===== config.mk =====
export PLATFORM = sky130hd
export DESIGN_NAME = bcd_top
export DESIGN_NICKNAME = d
export VERILOG_FILES = /design/src/bcd_pkg.sv /design/src/bcd_discard_timer.sv /design/src/bcd_top.sv
export SDC_FILE = /design/constraint.sdc
export NUM_CORES = 1
export LEC_CHECK = 0
export CAP_MARGIN = 30
export CORE_UTILIZATION = 25
export CTS_BUF_LIST = sky130_fd_sc_hd__clkbuf_8 sky130_fd_sc_hd__clkbuf_16
export DETAILED_ROUTE_END_ITERATION = 10
export DONT_BUFFER_PORTS = 1
export PLACE_DENSITY_LB_ADDON = 0.05
export SETUP_SLACK_MARGIN = 0.02
export SLEW_MARGIN = 15
export SYNTH_ARGS = -nofsm -noshare
export SYNTH_HDL_FRONTEND = slang
export SYNTH_SLANG_ARGS = --single-unit

===== constraint.sdc =====
create_clock -name pclk -period 2.4 [get_ports pclk]
set_input_delay 0.48 -clock pclk [delete_from_list [all_inputs] [get_ports pclk]]
set_output_delay 0.48 -clock pclk [all_outputs]
set_load 0.01 [all_outputs]

===== src/bcd_pkg.sv =====
// Package: register map, field positions, reset values, timer counts and carrier types
package bcd_pkg;

    // Register byte offsets
    localparam logic [7:0] BCD_CTRL_OFS = 8'h3c;
    localparam logic [7:0] BCD_SSID_OFS = 8'h40;

    // Bridge control field positions, relative to bit 16 of the dword
    localparam int BCD_CTRL_BASE   = 16;
    localparam int BCD_B_VGA       = 19 - BCD_CTRL_BASE;
    localparam int BCD_B_MA_MODE   = 21 - BCD_CTRL_BASE;
    localparam int BCD_B_SEC_RST   = 22 - BCD_CTRL_BASE;
    localparam int BCD_B_FBB       = 23 - BCD_CTRL_BASE;
    localparam int BCD_B_PRI_SHORT = 24 - BCD_CTRL_BASE;
    localparam int BCD_B_SEC_SHORT = 25 - BCD_CTRL_BASE;
    localparam int BCD_B_TO_STS    = 26 - BCD_CTRL_BASE;
    localparam int BCD_B_DT_SERR   = 27 - BCD_CTRL_BASE;

    // Writable and write-one-to-clear masks, reserved bits excluded
    localparam logic [15:0] BCD_CTRL_RW_MASK  = 16'h0be8;
    localparam logic [15:0] BCD_CTRL_W1C_MASK = 16'h0400;

    // Reset values
    localparam logic [15:0] BCD_CTRL_RST = 16'h0000;
    localparam logic [31:0] BCD_SSID_RST = 32'h0000_0000;
    localparam logic [31:0] BCD_ALL_ONES = 32'hffff_ffff;

    // Discard timer limits in PCI clocks
    localparam int BCD_DT_LONG_CYC  = 1 << 15;
    localparam int BCD_DT_SHORT_CYC = 1 << 10;
    localparam int BCD_DT_CNT_W     = 16;

    // Delayed request events of one side
    typedef struct packed {
        logic queued;
        logic repeated;
    } bcd_dly_ev_t;

    // Answer to a master abort seen by the bridge as initiator
    typedef struct packed {
        logic rd_all_ones;
        logic drop_write;
        logic tgt_abort;
    } bcd_ma_resp_t;

endpackage


===== src/bcd_discard_timer.sv =====
// Discard timer for delayed requests on one side of the bridge
module bcd_discard_timer
    import bcd_pkg::*;
#(
    parameter int LONG_CYC  = BCD_DT_LONG_CYC,
    parameter int SHORT_CYC = BCD_DT_SHORT_CYC
) (
    // Clock and reset
    input  wire logic        pclk,
    input  wire logic        presetn,
    // Control and events
    input  wire logic        short_sel,
    input  wire bcd_dly_ev_t ev,
    // Expiry
    output logic             expire_r
);

    logic [BCD_DT_CNT_W-1:0] cnt_r;
    logic                    run_r;
    logic                    lim_short_r;

    // Limit is latched at queue time so a later write cannot shorten a running wait
    always_ff @(posedge pclk or negedge presetn) begin
        if (!presetn) begin
            cnt_r       <= '0;
            run_r       <= 1'b0;
            lim_short_r <= 1'b0;
            expire_r    <= 1'b0;
        end else begin
            expire_r <= 1'b0;
            if (ev.queued) begin
                cnt_r       <= short_sel ? BCD_DT_CNT_W'(SHORT_CYC) : BCD_DT_CNT_W'(LONG_CYC);
                run_r       <= 1'b1;
                lim_short_r <= short_sel;
            end else if (ev.repeated) begin
                run_r <= 1'b0;
            end else if (run_r) begin
                if (cnt_r == BCD_DT_CNT_W'(1)) begin
                    run_r    <= 1'b0;
                    expire_r <= 1'b1;
                end
                cnt_r <= cnt_r - BCD_DT_CNT_W'(1);
            end
        end
    end

    // Helper: cycles since the request was queued
    logic [BCD_DT_CNT_W:0] age_r;
    always_ff @(posedge pclk or negedge presetn) begin
        if (!presetn) begin
            age_r <= '0;
        end else if (ev.queued) begin
            age_r <= '0;
        end else if (run_r) begin
            age_r <= age_r + (BCD_DT_CNT_W+1)'(1);
        end
    end

    a_expire_limit: assert property (@(posedge pclk) disable iff (!presetn)
        expire_r |-> (age_r == (lim_short_r ? (BCD_DT_CNT_W+1)'(SHORT_CYC) : (BCD_DT_CNT_W+1)'(LONG_CYC))))
        else $error("Discard timer expired at wrong count");

endmodule


===== src/bcd_top.sv =====
// Bridge control upper half, subsystem ids and discard timers behind APB
//
// Our own choice: the APB interface to the registers.
module bcd_top
    import bcd_pkg::*;
#(
    parameter int LONG_CYC  = BCD_DT_LONG_CYC,
    parameter int SHORT_CYC = BCD_DT_SHORT_CYC
) (
    // APB clock and reset
    input  wire logic              pclk,
    input  wire logic              presetn,
    // APB slave
    input  wire logic              psel,
    input  wire logic              penable,
    input  wire logic              pwrite,
    input  wire logic [7:0]        paddr,
    input  wire logic [31:0]       pwdata,
    input  wire logic [3:0]        pstrb,
    output logic                   pready_r,
    output logic [31:0]            prdata_r,
    output logic                   pslverr_r,
    // Delayed request events, index 0 primary, 1 secondary
    input  wire bcd_dly_ev_t [1:0] dly_ev,
    output logic [1:0]             dly_discard_r,
    // Master abort seen as initiator
    input  wire logic              ma_event,
    input  wire logic              ma_is_read,
    input  wire logic              ma_ta_possible,
    input  wire logic              serr_enable,
    output bcd_ma_resp_t           ma_resp_r,
    // Decode and bus controls
    input  wire logic              vga_addr_hit,
    output logic                   vga_forward_r,
    output logic                   sec_bus_reset_n_r,
    output logic                   sec_fbb_enable_r,
    output logic                   primary_system_error_n_r
);

    logic [15:0] ctrl_r;
    logic [31:0] ssid_r;
    logic [1:0]  expire;

    // APB decode
    logic setup_ph;
    logic access_ph;
    logic wr_ctrl;
    logic wr_ssid;
    logic hit_ctrl;
    logic hit_ssid;
    logic [31:0] wmask;

    assign setup_ph  = psel && !penable;
    assign access_ph = psel && penable && pready_r;
    assign hit_ctrl  = (paddr == BCD_CTRL_OFS);
    assign hit_ssid  = (paddr == BCD_SSID_OFS);
    assign wr_ctrl   = access_ph && pwrite && hit_ctrl;
    assign wr_ssid   = access_ph && pwrite && hit_ssid;
    assign wmask     = {{8{pstrb[3]}}, {8{pstrb[2]}}, {8{pstrb[1]}}, {8{pstrb[0]}}};

    // One wait-free access: answer registered during setup
    always_ff @(posedge pclk or negedge presetn) begin
        if (!presetn) begin
            pready_r <= 1'b0;
        end else begin
            pready_r <= setup_ph;
        end
    end

    always_ff @(posedge pclk or negedge presetn) begin
        if (!presetn) begin
            pslverr_r <= 1'b0;
        end else begin
            pslverr_r <= setup_ph && !hit_ctrl && !hit_ssid;
        end
    end

    // Low half of the control dword belongs to other logic and reads zero here
    always_ff @(posedge pclk or negedge presetn) begin
        if (!presetn) begin
            prdata_r <= '0;
        end else if (setup_ph && !pwrite) begin
            if (hit_ctrl) begin
                prdata_r <= {ctrl_r & (BCD_CTRL_RW_MASK | BCD_CTRL_W1C_MASK), 16'h0000};
            end else if (hit_ssid) begin
                prdata_r <= ssid_r;
            end else begin
                prdata_r <= '0;
            end
        end
    end

    // Control bits writable by software
    logic [15:0] ctrl_wm;
    assign ctrl_wm = wmask[31:16] & BCD_CTRL_RW_MASK;

    // Timeout status: a new expiry in the clearing cycle wins
    logic sts_clr;
    assign sts_clr = wr_ctrl && pstrb[3] && pwdata[BCD_CTRL_BASE+BCD_B_TO_STS];

    // One process owns the whole register; reserved bits never see the write mask
    always_ff @(posedge pclk or negedge presetn) begin
        if (!presetn) begin
            ctrl_r <= BCD_CTRL_RST;
        end else begin
            if (wr_ctrl) begin
                ctrl_r <= (ctrl_r & ~ctrl_wm) | (pwdata[31:BCD_CTRL_BASE] & ctrl_wm);
            end
            if (|expire) begin
                ctrl_r[BCD_B_TO_STS] <= 1'b1;
            end else if (sts_clr) begin
                ctrl_r[BCD_B_TO_STS] <= 1'b0;
            end
        end
    end

    // Subsystem ids, byte-lane writable
    always_ff @(posedge pclk or negedge presetn) begin
        if (!presetn) begin
            ssid_r <= BCD_SSID_RST;
        end else if (wr_ssid) begin
            ssid_r[15:0]  <= (ssid_r[15:0] & ~wmask[15:0]) | (pwdata[15:0] & wmask[15:0]);
            ssid_r[31:16] <= (ssid_r[31:16] & ~wmask[31:16]) | (pwdata[31:16] & wmask[31:16]);
        end
    end

    // Discard timers, one per side
    logic [1:0] short_sel;
    assign short_sel = {ctrl_r[BCD_B_SEC_SHORT], ctrl_r[BCD_B_PRI_SHORT]};

    genvar gi;
    generate
        for (gi = 0; gi < 2; gi++) begin : g_dt
            bcd_discard_timer #(
                .LONG_CYC  (LONG_CYC),
                .SHORT_CYC (SHORT_CYC)
            ) u_dt (
                .pclk      (pclk),
                .presetn   (presetn),
                .short_sel (short_sel[gi]),
                .ev        (dly_ev[gi]),
                .expire_r  (expire[gi])
            );
        end
    endgenerate

    // Tells the buffer logic to flush the request and its completion
    always_ff @(posedge pclk or negedge presetn) begin
        if (!presetn) begin
            dly_discard_r <= 2'b00;
        end else begin
            dly_discard_r <= expire;
        end
    end

    // Bus controls follow the register with one flop of delay
    always_ff @(posedge pclk or negedge presetn) begin
        if (!presetn) begin
            vga_forward_r     <= 1'b0;
            sec_bus_reset_n_r <= 1'b1;
            sec_fbb_enable_r  <= 1'b0;
        end else begin
            vga_forward_r     <= vga_addr_hit && ctrl_r[BCD_B_VGA];
            sec_bus_reset_n_r <= !ctrl_r[BCD_B_SEC_RST];
            sec_fbb_enable_r  <= ctrl_r[BCD_B_FBB];
        end
    end

    // Master abort answer, one-cycle pulses
    logic ma_report;
    assign ma_report = ma_event && ctrl_r[BCD_B_MA_MODE];

    always_ff @(posedge pclk or negedge presetn) begin
        if (!presetn) begin
            ma_resp_r <= '0;
        end else begin
            ma_resp_r.rd_all_ones <= ma_event && !ctrl_r[BCD_B_MA_MODE] && ma_is_read;
            ma_resp_r.drop_write  <= ma_event && !ctrl_r[BCD_B_MA_MODE] && !ma_is_read;
            ma_resp_r.tgt_abort   <= ma_report && ma_ta_possible;
        end
    end

    // System error: one-cycle low pulse per cycle with a cause; causes in the same cycle share one pulse
    logic serr_ma;
    logic serr_dt;
    assign serr_ma = ma_report && !ma_ta_possible && serr_enable;
    assign serr_dt = (|expire) && ctrl_r[BCD_B_DT_SERR];

    always_ff @(posedge pclk or negedge presetn) begin
        if (!presetn) begin
            primary_system_error_n_r <= 1'b1;
        end else begin
            primary_system_error_n_r <= !(serr_ma || serr_dt);
        end
    end

    // Rule checks, sampled one flop after their cause, except the reserved-bit state check, which holds every cycle
    a_vga_forward: assert property (@(posedge pclk) disable iff (!presetn)
        vga_forward_r == $past(vga_addr_hit && ctrl_r[BCD_B_VGA]))
        else $error("VGA forward does not follow enable");

    a_ma_hidden: assert property (@(posedge pclk) disable iff (!presetn)
        (ma_event && !ctrl_r[BCD_B_MA_MODE])
        |=> (ma_resp_r.rd_all_ones == $past(ma_is_read)) && !ma_resp_r.tgt_abort && primary_system_error_n_r
            || $past(serr_dt))
        else $error("Hidden master abort answered wrongly");

    a_ma_report: assert property (@(posedge pclk) disable iff (!presetn)
        (ma_event && ctrl_r[BCD_B_MA_MODE] && !ma_ta_possible && serr_enable)
        |=> !primary_system_error_n_r && !ma_resp_r.tgt_abort)
        else $error("Reported master abort did not raise system error");

    a_sec_reset: assert property (@(posedge pclk) disable iff (!presetn)
        ctrl_r[BCD_B_SEC_RST] ##1 ctrl_r[BCD_B_SEC_RST] |-> !sec_bus_reset_n_r)
        else $error("Secondary reset not held");

    a_fbb_gate: assert property (@(posedge pclk) disable iff (!presetn)
        sec_fbb_enable_r |-> $past(ctrl_r[BCD_B_FBB]))
        else $error("Fast back-to-back enabled while bit clear");

    a_status_set: assert property (@(posedge pclk) disable iff (!presetn)
        (|expire) |=> ctrl_r[BCD_B_TO_STS])
        else $error("Timeout status not set on expiry");

    a_dt_serr: assert property (@(posedge pclk) disable iff (!presetn)
        (|expire) && !serr_ma |=> (primary_system_error_n_r == !$past(ctrl_r[BCD_B_DT_SERR])))
        else $error("System error on expiry mismatches enable");

    a_rsvd_zero: assert property (@(posedge pclk) disable iff (!presetn)
        $past(setup_ph && !pwrite && hit_ctrl) |-> (prdata_r[31:28] == 4'h0) && !prdata_r[20])
        else $error("Reserved control bits read nonzero");

    a_w1c_clear: assert property (@(posedge pclk) disable iff (!presetn)
        (sts_clr && !(|expire)) |=> !ctrl_r[BCD_B_TO_STS])
        else $error("Timeout status not cleared by write one");

    a_w0_keep: assert property (@(posedge pclk) disable iff (!presetn)
        (ctrl_r[BCD_B_TO_STS] && !sts_clr) |=> ctrl_r[BCD_B_TO_STS])
        else $error("Timeout status lost without clear");

    a_ssid_write: assert property (@(posedge pclk) disable iff (!presetn)
        (wr_ssid && pstrb == 4'hf) |=> ssid_r == $past(pwdata))
        else $error("Subsystem ids not written");

    a_discard_drop: assert property (@(posedge pclk) disable iff (!presetn)
        expire[0] |=> dly_discard_r[0] ##1 !dly_discard_r[0] || expire[0])
        else $error("Discard not signalled on expiry");

    a_discard_sec: assert property (@(posedge pclk) disable iff (!presetn)
        expire[1] |=> dly_discard_r[1])
        else $error("Secondary discard not signalled on expiry");

    a_vga_block: assert property (@(posedge pclk) disable iff (!presetn)
        !ctrl_r[BCD_B_VGA] |=> !vga_forward_r)
        else $error("VGA forwarded while disabled");

    a_sec_release: assert property (@(posedge pclk) disable iff (!presetn)
        !ctrl_r[BCD_B_SEC_RST] |=> sec_bus_reset_n_r)
        else $error("Secondary reset forced while bit clear");

    a_ma_drop: assert property (@(posedge pclk) disable iff (!presetn)
        (ma_event && !ctrl_r[BCD_B_MA_MODE] && !ma_is_read) |=> ma_resp_r.drop_write && !ma_resp_r.rd_all_ones)
        else $error("Hidden write abort not dropped");

    a_ta_report: assert property (@(posedge pclk) disable iff (!presetn)
        (ma_event && ctrl_r[BCD_B_MA_MODE] && ma_ta_possible)
        |=> ma_resp_r.tgt_abort && !ma_resp_r.drop_write && !ma_resp_r.rd_all_ones)
        else $error("Reported master abort without target abort");

    a_rsvd_state: assert property (@(posedge pclk) disable iff (!presetn)
        (ctrl_r & ~(BCD_CTRL_RW_MASK | BCD_CTRL_W1C_MASK)) == 16'h0000)
        else $error("Reserved control bit holds a one");

    a_ssid_keep: assert property (@(posedge pclk) disable iff (!presetn)
        !wr_ssid |=> $stable(ssid_r))
        else $error("Subsystem ids changed without a write");

    a_ready_pulse: assert property (@(posedge pclk) disable iff (!presetn)
        pready_r |-> $past(setup_ph))
        else $error("Ready without a preceding setup cycle");

    // Main scenarios
    c_expire_pri: cover property (@(posedge pclk) disable iff (!presetn) expire[0]);
    c_expire_sec: cover property (@(posedge pclk) disable iff (!presetn) expire[1]);
    c_ma_ta: cover property (@(posedge pclk) disable iff (!presetn) ma_resp_r.tgt_abort);
    c_sts_race: cover property (@(posedge pclk) disable iff (!presetn) sts_clr && (|expire));
    c_dt_serr: cover property (@(posedge pclk) disable iff (!presetn) (|expire) && ctrl_r[BCD_B_DT_SERR]);

endmodule


[Yosys cells after proc, flatten, opt, wreduce, memory -nomap -nowiden]
Index checks and enable logic that the tools add are counted.
Word-level totals
  output and inout bits: 43
  word-level logic and storage cells: 105
  flip-flop bits (word level): 127
  bits of input ports: 58
Cells by class
  add/sub/neg operators: 2
  reductions and logical operators: 36
  eq/ne operators: 6
  multiplexer cells: 29
  bitwise logic cells: 12
Operators with widths (count)
  16-bit 2-to-1 mux: 8
  16-bit bitwise AND: 5
  32-bit 2-to-1 mux: 2
  16-bit OR: 3
  16-bit by 1-bit == test with 1-bit output, second input constant: 2
  16-bit NOT: 2
  16-bit by 1-bit subtractor with 16-bit output, second input constant: 2
  1-bit logical AND: 20
  1-bit 2-to-1 mux: 18
  16-bit by 12-bit bitwise AND with 16-bit output: 1
  12-bit NOT with 16-bit output: 1
  11-bit 2-to-1 mux: 1
  1-bit logical NOT: 9
  8-bit by 6-bit == test with 1-bit output, second input constant: 1
  8-bit by 7-bit == test with 1-bit output, second input constant: 1
  2-bit by 1-bit != test with 1-bit output, second input constant: 2
  2-bit AND reduction: 2
  2-bit nonzero test: 2
  3-bit nonzero test: 1
  2-bit OR reduction: 1
  1-bit logical OR: 1

[Longest topological paths before layout]
  depth after elaboration: 8
  mapped depth: 6
  depth with buffers taken out: 6

[Hierarchy]
A second synthesis with hierarchy kept.
Second synthesis, totals
  cell total of the unflattened synthesis: 441
  area total of the unflattened synthesis: 5137.4 µm²
By module, submodules not included
  bcd_top: area each 3253.1 µm², times used 1, cells each 261
  bcd_discard_timer: area each 942.2 µm², times used 2, cells each 90

[Worst setup path after synthesis]
OpenSTA, ideal clock, no wires.
  path type: input -> register
  from: in paddr[1]
  to: reg with a tool-made name
  stages: 5
  library setup time: 0.125 ns
  arrival: 1.819 ns
  path buffers: 1
  path slack: 0.456 ns
  path through: or3_1 nor2_1 and3_1 clkbuf_1 mux2_2
RTL lines
  start: declaration: RTL line bcd_top.sv:17  | input wire logic [7:0] paddr,

[Worst setup path in the final report]
  from: reg g_dt[0].u_dt.cnt_r[8]
  to: reg g_dt[0].u_dt.expire_r
On the way
  cells in the longest elaborated chain, start to end: 5
RTL lines
  start: declaration: RTL line bcd_discard_timer.sv:18  | logic [BCD_DT_CNT_W-1:0] cnt_r;
  start signal: assignment: RTL line bcd_discard_timer.sv:32  | cnt_r <= short_sel ? BCD_DT_CNT_W'(SHORT_CYC) : BCD_DT_CNT_W'(LONG_CYC);
  start signal: assignment: RTL line bcd_discard_timer.sv:42  | cnt_r <= cnt_r - BCD_DT_CNT_W'(1);
  16-bit by 1-bit == test with 1-bit output: RTL line bcd_discard_timer.sv:38  | if (cnt_r == BCD_DT_CNT_W'(1)) begin
  1-bit 2-to-1 mux: RTL line bcd_discard_timer.sv:38
  1-bit 2-to-1 mux: RTL line bcd_discard_timer.sv:37  | end else if (run_r) begin
  1-bit 2-to-1 mux: RTL line bcd_discard_timer.sv:35  | end else if (ev.repeated) begin
  1-bit 2-to-1 mux: RTL line bcd_discard_timer.sv:31  | if (ev.queued) begin
  end signal: assignment: RTL line bcd_discard_timer.sv:28  | expire_r <= 1'b0;
  end signal: assignment: RTL line bcd_discard_timer.sv:30  | expire_r <= 1'b0;
  end signal: assignment: RTL line bcd_discard_timer.sv:40  | expire_r <= 1'b1;
  end: declaration: RTL line bcd_discard_timer.sv:15  | output logic expire_r
No other way between the ends.
A chain may end at the register's enable or synchronous reset.

==> metrics.md <==
| Metric | Value |
|---|---|
| Top cells by count, synth | `dfrtp_1, mux2_2, nor2_1` |
| Vias per cell | `4.621` |
| Pint | `3.871 mW` |
| Core area | `18,890 µm²` |
| CTS tree | `yes` |
| Worst skew pair latency | `0.42 ns` |
| # resized after CTS | `0` |
| Register area share after synthesis | `61.27%` |
| DP Wirelength | `7914 µm` |
| Ys async rst share | `100.0%` |
| Maximum VDD drop | `0.0004535 V` |
| Placed cells | `636` |
| Root Buffer | `clkbuf_16` |
| CTS Buf Count | `17` |
| Ports | `101` |
| Psw | `1.389 mW` |
| First-pass GRT wire length | `18,880 µm` |
| Residual DRC | `0` |
| Distinct cells, synth | `46` |
| RePlAce Congestion | `0.7055` |
| Final Hold Violating Endpoints | `119` |
| Primary FF master, synth | `dfrtp_1` |
| Synth top area cells | `dfrtp_1, mux2_2, a22o_1` |
| Inserted Diodes | `0` |
| Setup TNS Final | `0 ns` |
| Power per Cell Area | `904.0 nW/µm²` |
| Layout Skew | `0.01022 ns` |
| CTS Sinks | `119` |
| Core Util, Final | `30.80%` |
| EDFF count, synth | `0` |
| Antenna violations before repair | `0` |
| Synth warnings | `0` |
| Share of the synthesized area in the top cell type | `60.19%` |
| Critical Path AT | `2.33 ns` |
| Power Total | `5.261 mW` |
| Worst Setup Start Kind | `flop` |
| Clk buf depth | `2` |
| Die Wd | `141.5 µm` |
| H-tree levels | `4` |
| MaxCap Viol Count | `0` |
| FMAX | `496.3 MHz` |
| Sw Share | `26.41%` |
| Yosys reg bits | `119` |
| Slew headroom | `59.79%` |
| DR iter-0 viols | `148` |
| Initial Util | `25.75%` |
| Measured slew at the worst slew-check pin | `0.5976 ns` |
| DR vias | `3,087` |
| Routed WL | `11,780 µm` |
| Most frequent cell after synthesis | `dfrtp_1` |
| Die area | `20,020 µm²` |
| Leak Pwr | `2.708 nW` |
| Vias in the first global route | `3,156` |
| Layout cell share with drive strength beyond 1 | `23.04%` |
| Worst min path class | `in -> async` |
| Antenna Nets Post-Route | `0` |
| Failing checks | `hold timing` |
| Pre-Repair DR Iteration Count | `5` |
| Period utilization | `83.95%` |
| Area of the mapped netlist | `4865 µm²` |
| RSZ-0062 raised after global routing | `false` |
| Site row count | `50` |
| CP Capture Type | `flop` |
| Nets | `457` |
| Cells after Synth | `379` |
| Port Buf Inserts | `0` |
| Clk pwr share | `49.0%` |
| # setup viols final | `0` |
| Mapped Nets | `441` |
| Crit path max fanout | `5` |
| Max-slew violations | `0` |
| Required time of the critical path | `2.71 ns` |
| Min cycle time layout | `2.015 ns` |
| Area grow syn2layout | `19.62%` |
| Total congestion overflow | `0` |
| Avg Cell Area, Syn | `12.84 µm²` |
| Outcome | `finished, violations left` |
| Largest area contributor in the netlist | `dfrtp_1` |
| Non-Filler Instances | `668` |
| Setup Crit Path Kind | `reg -> reg` |
| Comb pwr share | `9.2%` |
| Wirelength per Cell | `17.63 µm` |
| Die Ht | `141.5 µm` |
| GRT Total Usage | `12.77%` |
| Sequential share of power | `41.8%` |
| Largest net degree at the start of global routing | `120` |
| Clk slew on worst S/H paths | `0.06 ns` |
| Min Hold Slack | `-0.2401 ns` |
## cell type report
cell class | count | area [µm²]
Fill cell | 1944 | 13070
Sequential cell | 119 | 2980
Multi-Input combinational cell | 232 | 1782
Clock buffer | 17 | 425.4
Tap cell | 260 | 325.3
Clock inverter | 15 | 167.7
Timing Repair Buffer | 12 | 90.09
Inverter | 13 | 48.80
## critical path, stage by stage, from the launching register on
cell and delay [ns]:
dfrtp_1 0.42, nor4_1 0.56, nand2_1 0.24, or3_1 0.46, nor3b_1 0.23
## power groups by stage
| stage | clock [mW] | combinational [mW] | sequential [mW] |
|---|---|---|---|
| after global routing | 2.76 | 0.550 | 2.22 |
| after detailed placement | 0 | 0.486 | 2.24 |
| after floorplan | 0 | 0.380 | 2.21 |
| final | 2.58 | 0.482 | 2.20 |
| after CTS | 2.66 | 0.489 | 2.20 |
| after global placement | 0 | 0.484 | 2.24 |
## worst paths after layout
kind                                                   startpoint                           endpoint  slack (ns)  cells past startpoint
max in group asynchronous                                 presetn           prdata_r[15]$_DFFE_PN0P_        2.40                      0
worst max-delay path            g_dt[0].u_dt.cnt_r[8]$_DFFE_PN0P_    g_dt[0].u_dt.expire_r$_DFF_PN0_        0.39                      4
worst min-delay path                                      presetn            vga_forward_r$_DFF_PN0_       -0.24                      0
min in group pclk                                       dly_ev[1]  g_dt[0].u_dt.cnt_r[9]$_DFFE_PN0P_        0.12                      1
worst max register to register  g_dt[0].u_dt.cnt_r[8]$_DFFE_PN0P_    g_dt[0].u_dt.expire_r$_DFF_PN0_        0.39                      4
worst min register to register                               flop        sec_bus_reset_n_r$_DFF_PN1_        0.41                      1
## layout by cell type (no fill, tap or decap), drive strengths merged, types with 3 or more instances in the layout
cell type	n
a22o	24
nand2	9
nand3b	3
or4	3
nor2	26
mux2	40
inv	19
clkinv	3
nor2b	4
nor3b	3
nor3	9
xnor2	6
a21oi	10
clkbuf	17
clkinvlp	4
dfrtp	117
nand4	5
o31ai	3
nor4	8
buf	12
nand3	4
and3	5
o21ai	10
xor2	11
or3	10
ha	4
o31a	3
nand2b	4
a222oi	8
## metrics by stage
step / instance area, µm² / worst slack, ns
3_3_place_gp: 5226 / 0.2473
6_report: 5819 / 0.3851
3_5_place_dp: 5226 / 0.1784
5_1_grt: 5819 / 0.2155
4_1_cts: 5819 / 0.3854
2_1_floorplan: 4865 / 0.4558
## repair_timing
action / 4_1_cts / 5_1_grt
setup buffers: 0 / 0
endpoints found under the hold margin: 119 / 119
setup endpoints to repair: 0 / 0
## routing by layer
| layer | up-vias | share of wire, % | GRT usage [%] |
|---|---|---|---|
| met3 | 11 | 6.6 | 4.927 |
| met2 | 76 | 46 | 18.86 |
| met1 | 1575 | 46 | 16.35 |
| met5 | - | 0 | 0 |
| li1 | 1425 | - | - |
| met4 | 0 | 1.4 | 6.112 |
## cells by family (layout without fill, tap and decap cells)
logic type,count (synthesis),after routing,synth area share [%]
buffers and inverters,28,57,2.289
XOR/XNOR,17,17,3.061
multiplexers,40,40,9.259
adder cells (fa/ha/maj),4,4,1.029
AND/OR/NAND/NOR,103,103,12.53
AO/OA/AOI/OAI,68,68,10.57
flip-flops,119,119,61.27
Power figures use the tool's default switching activity.
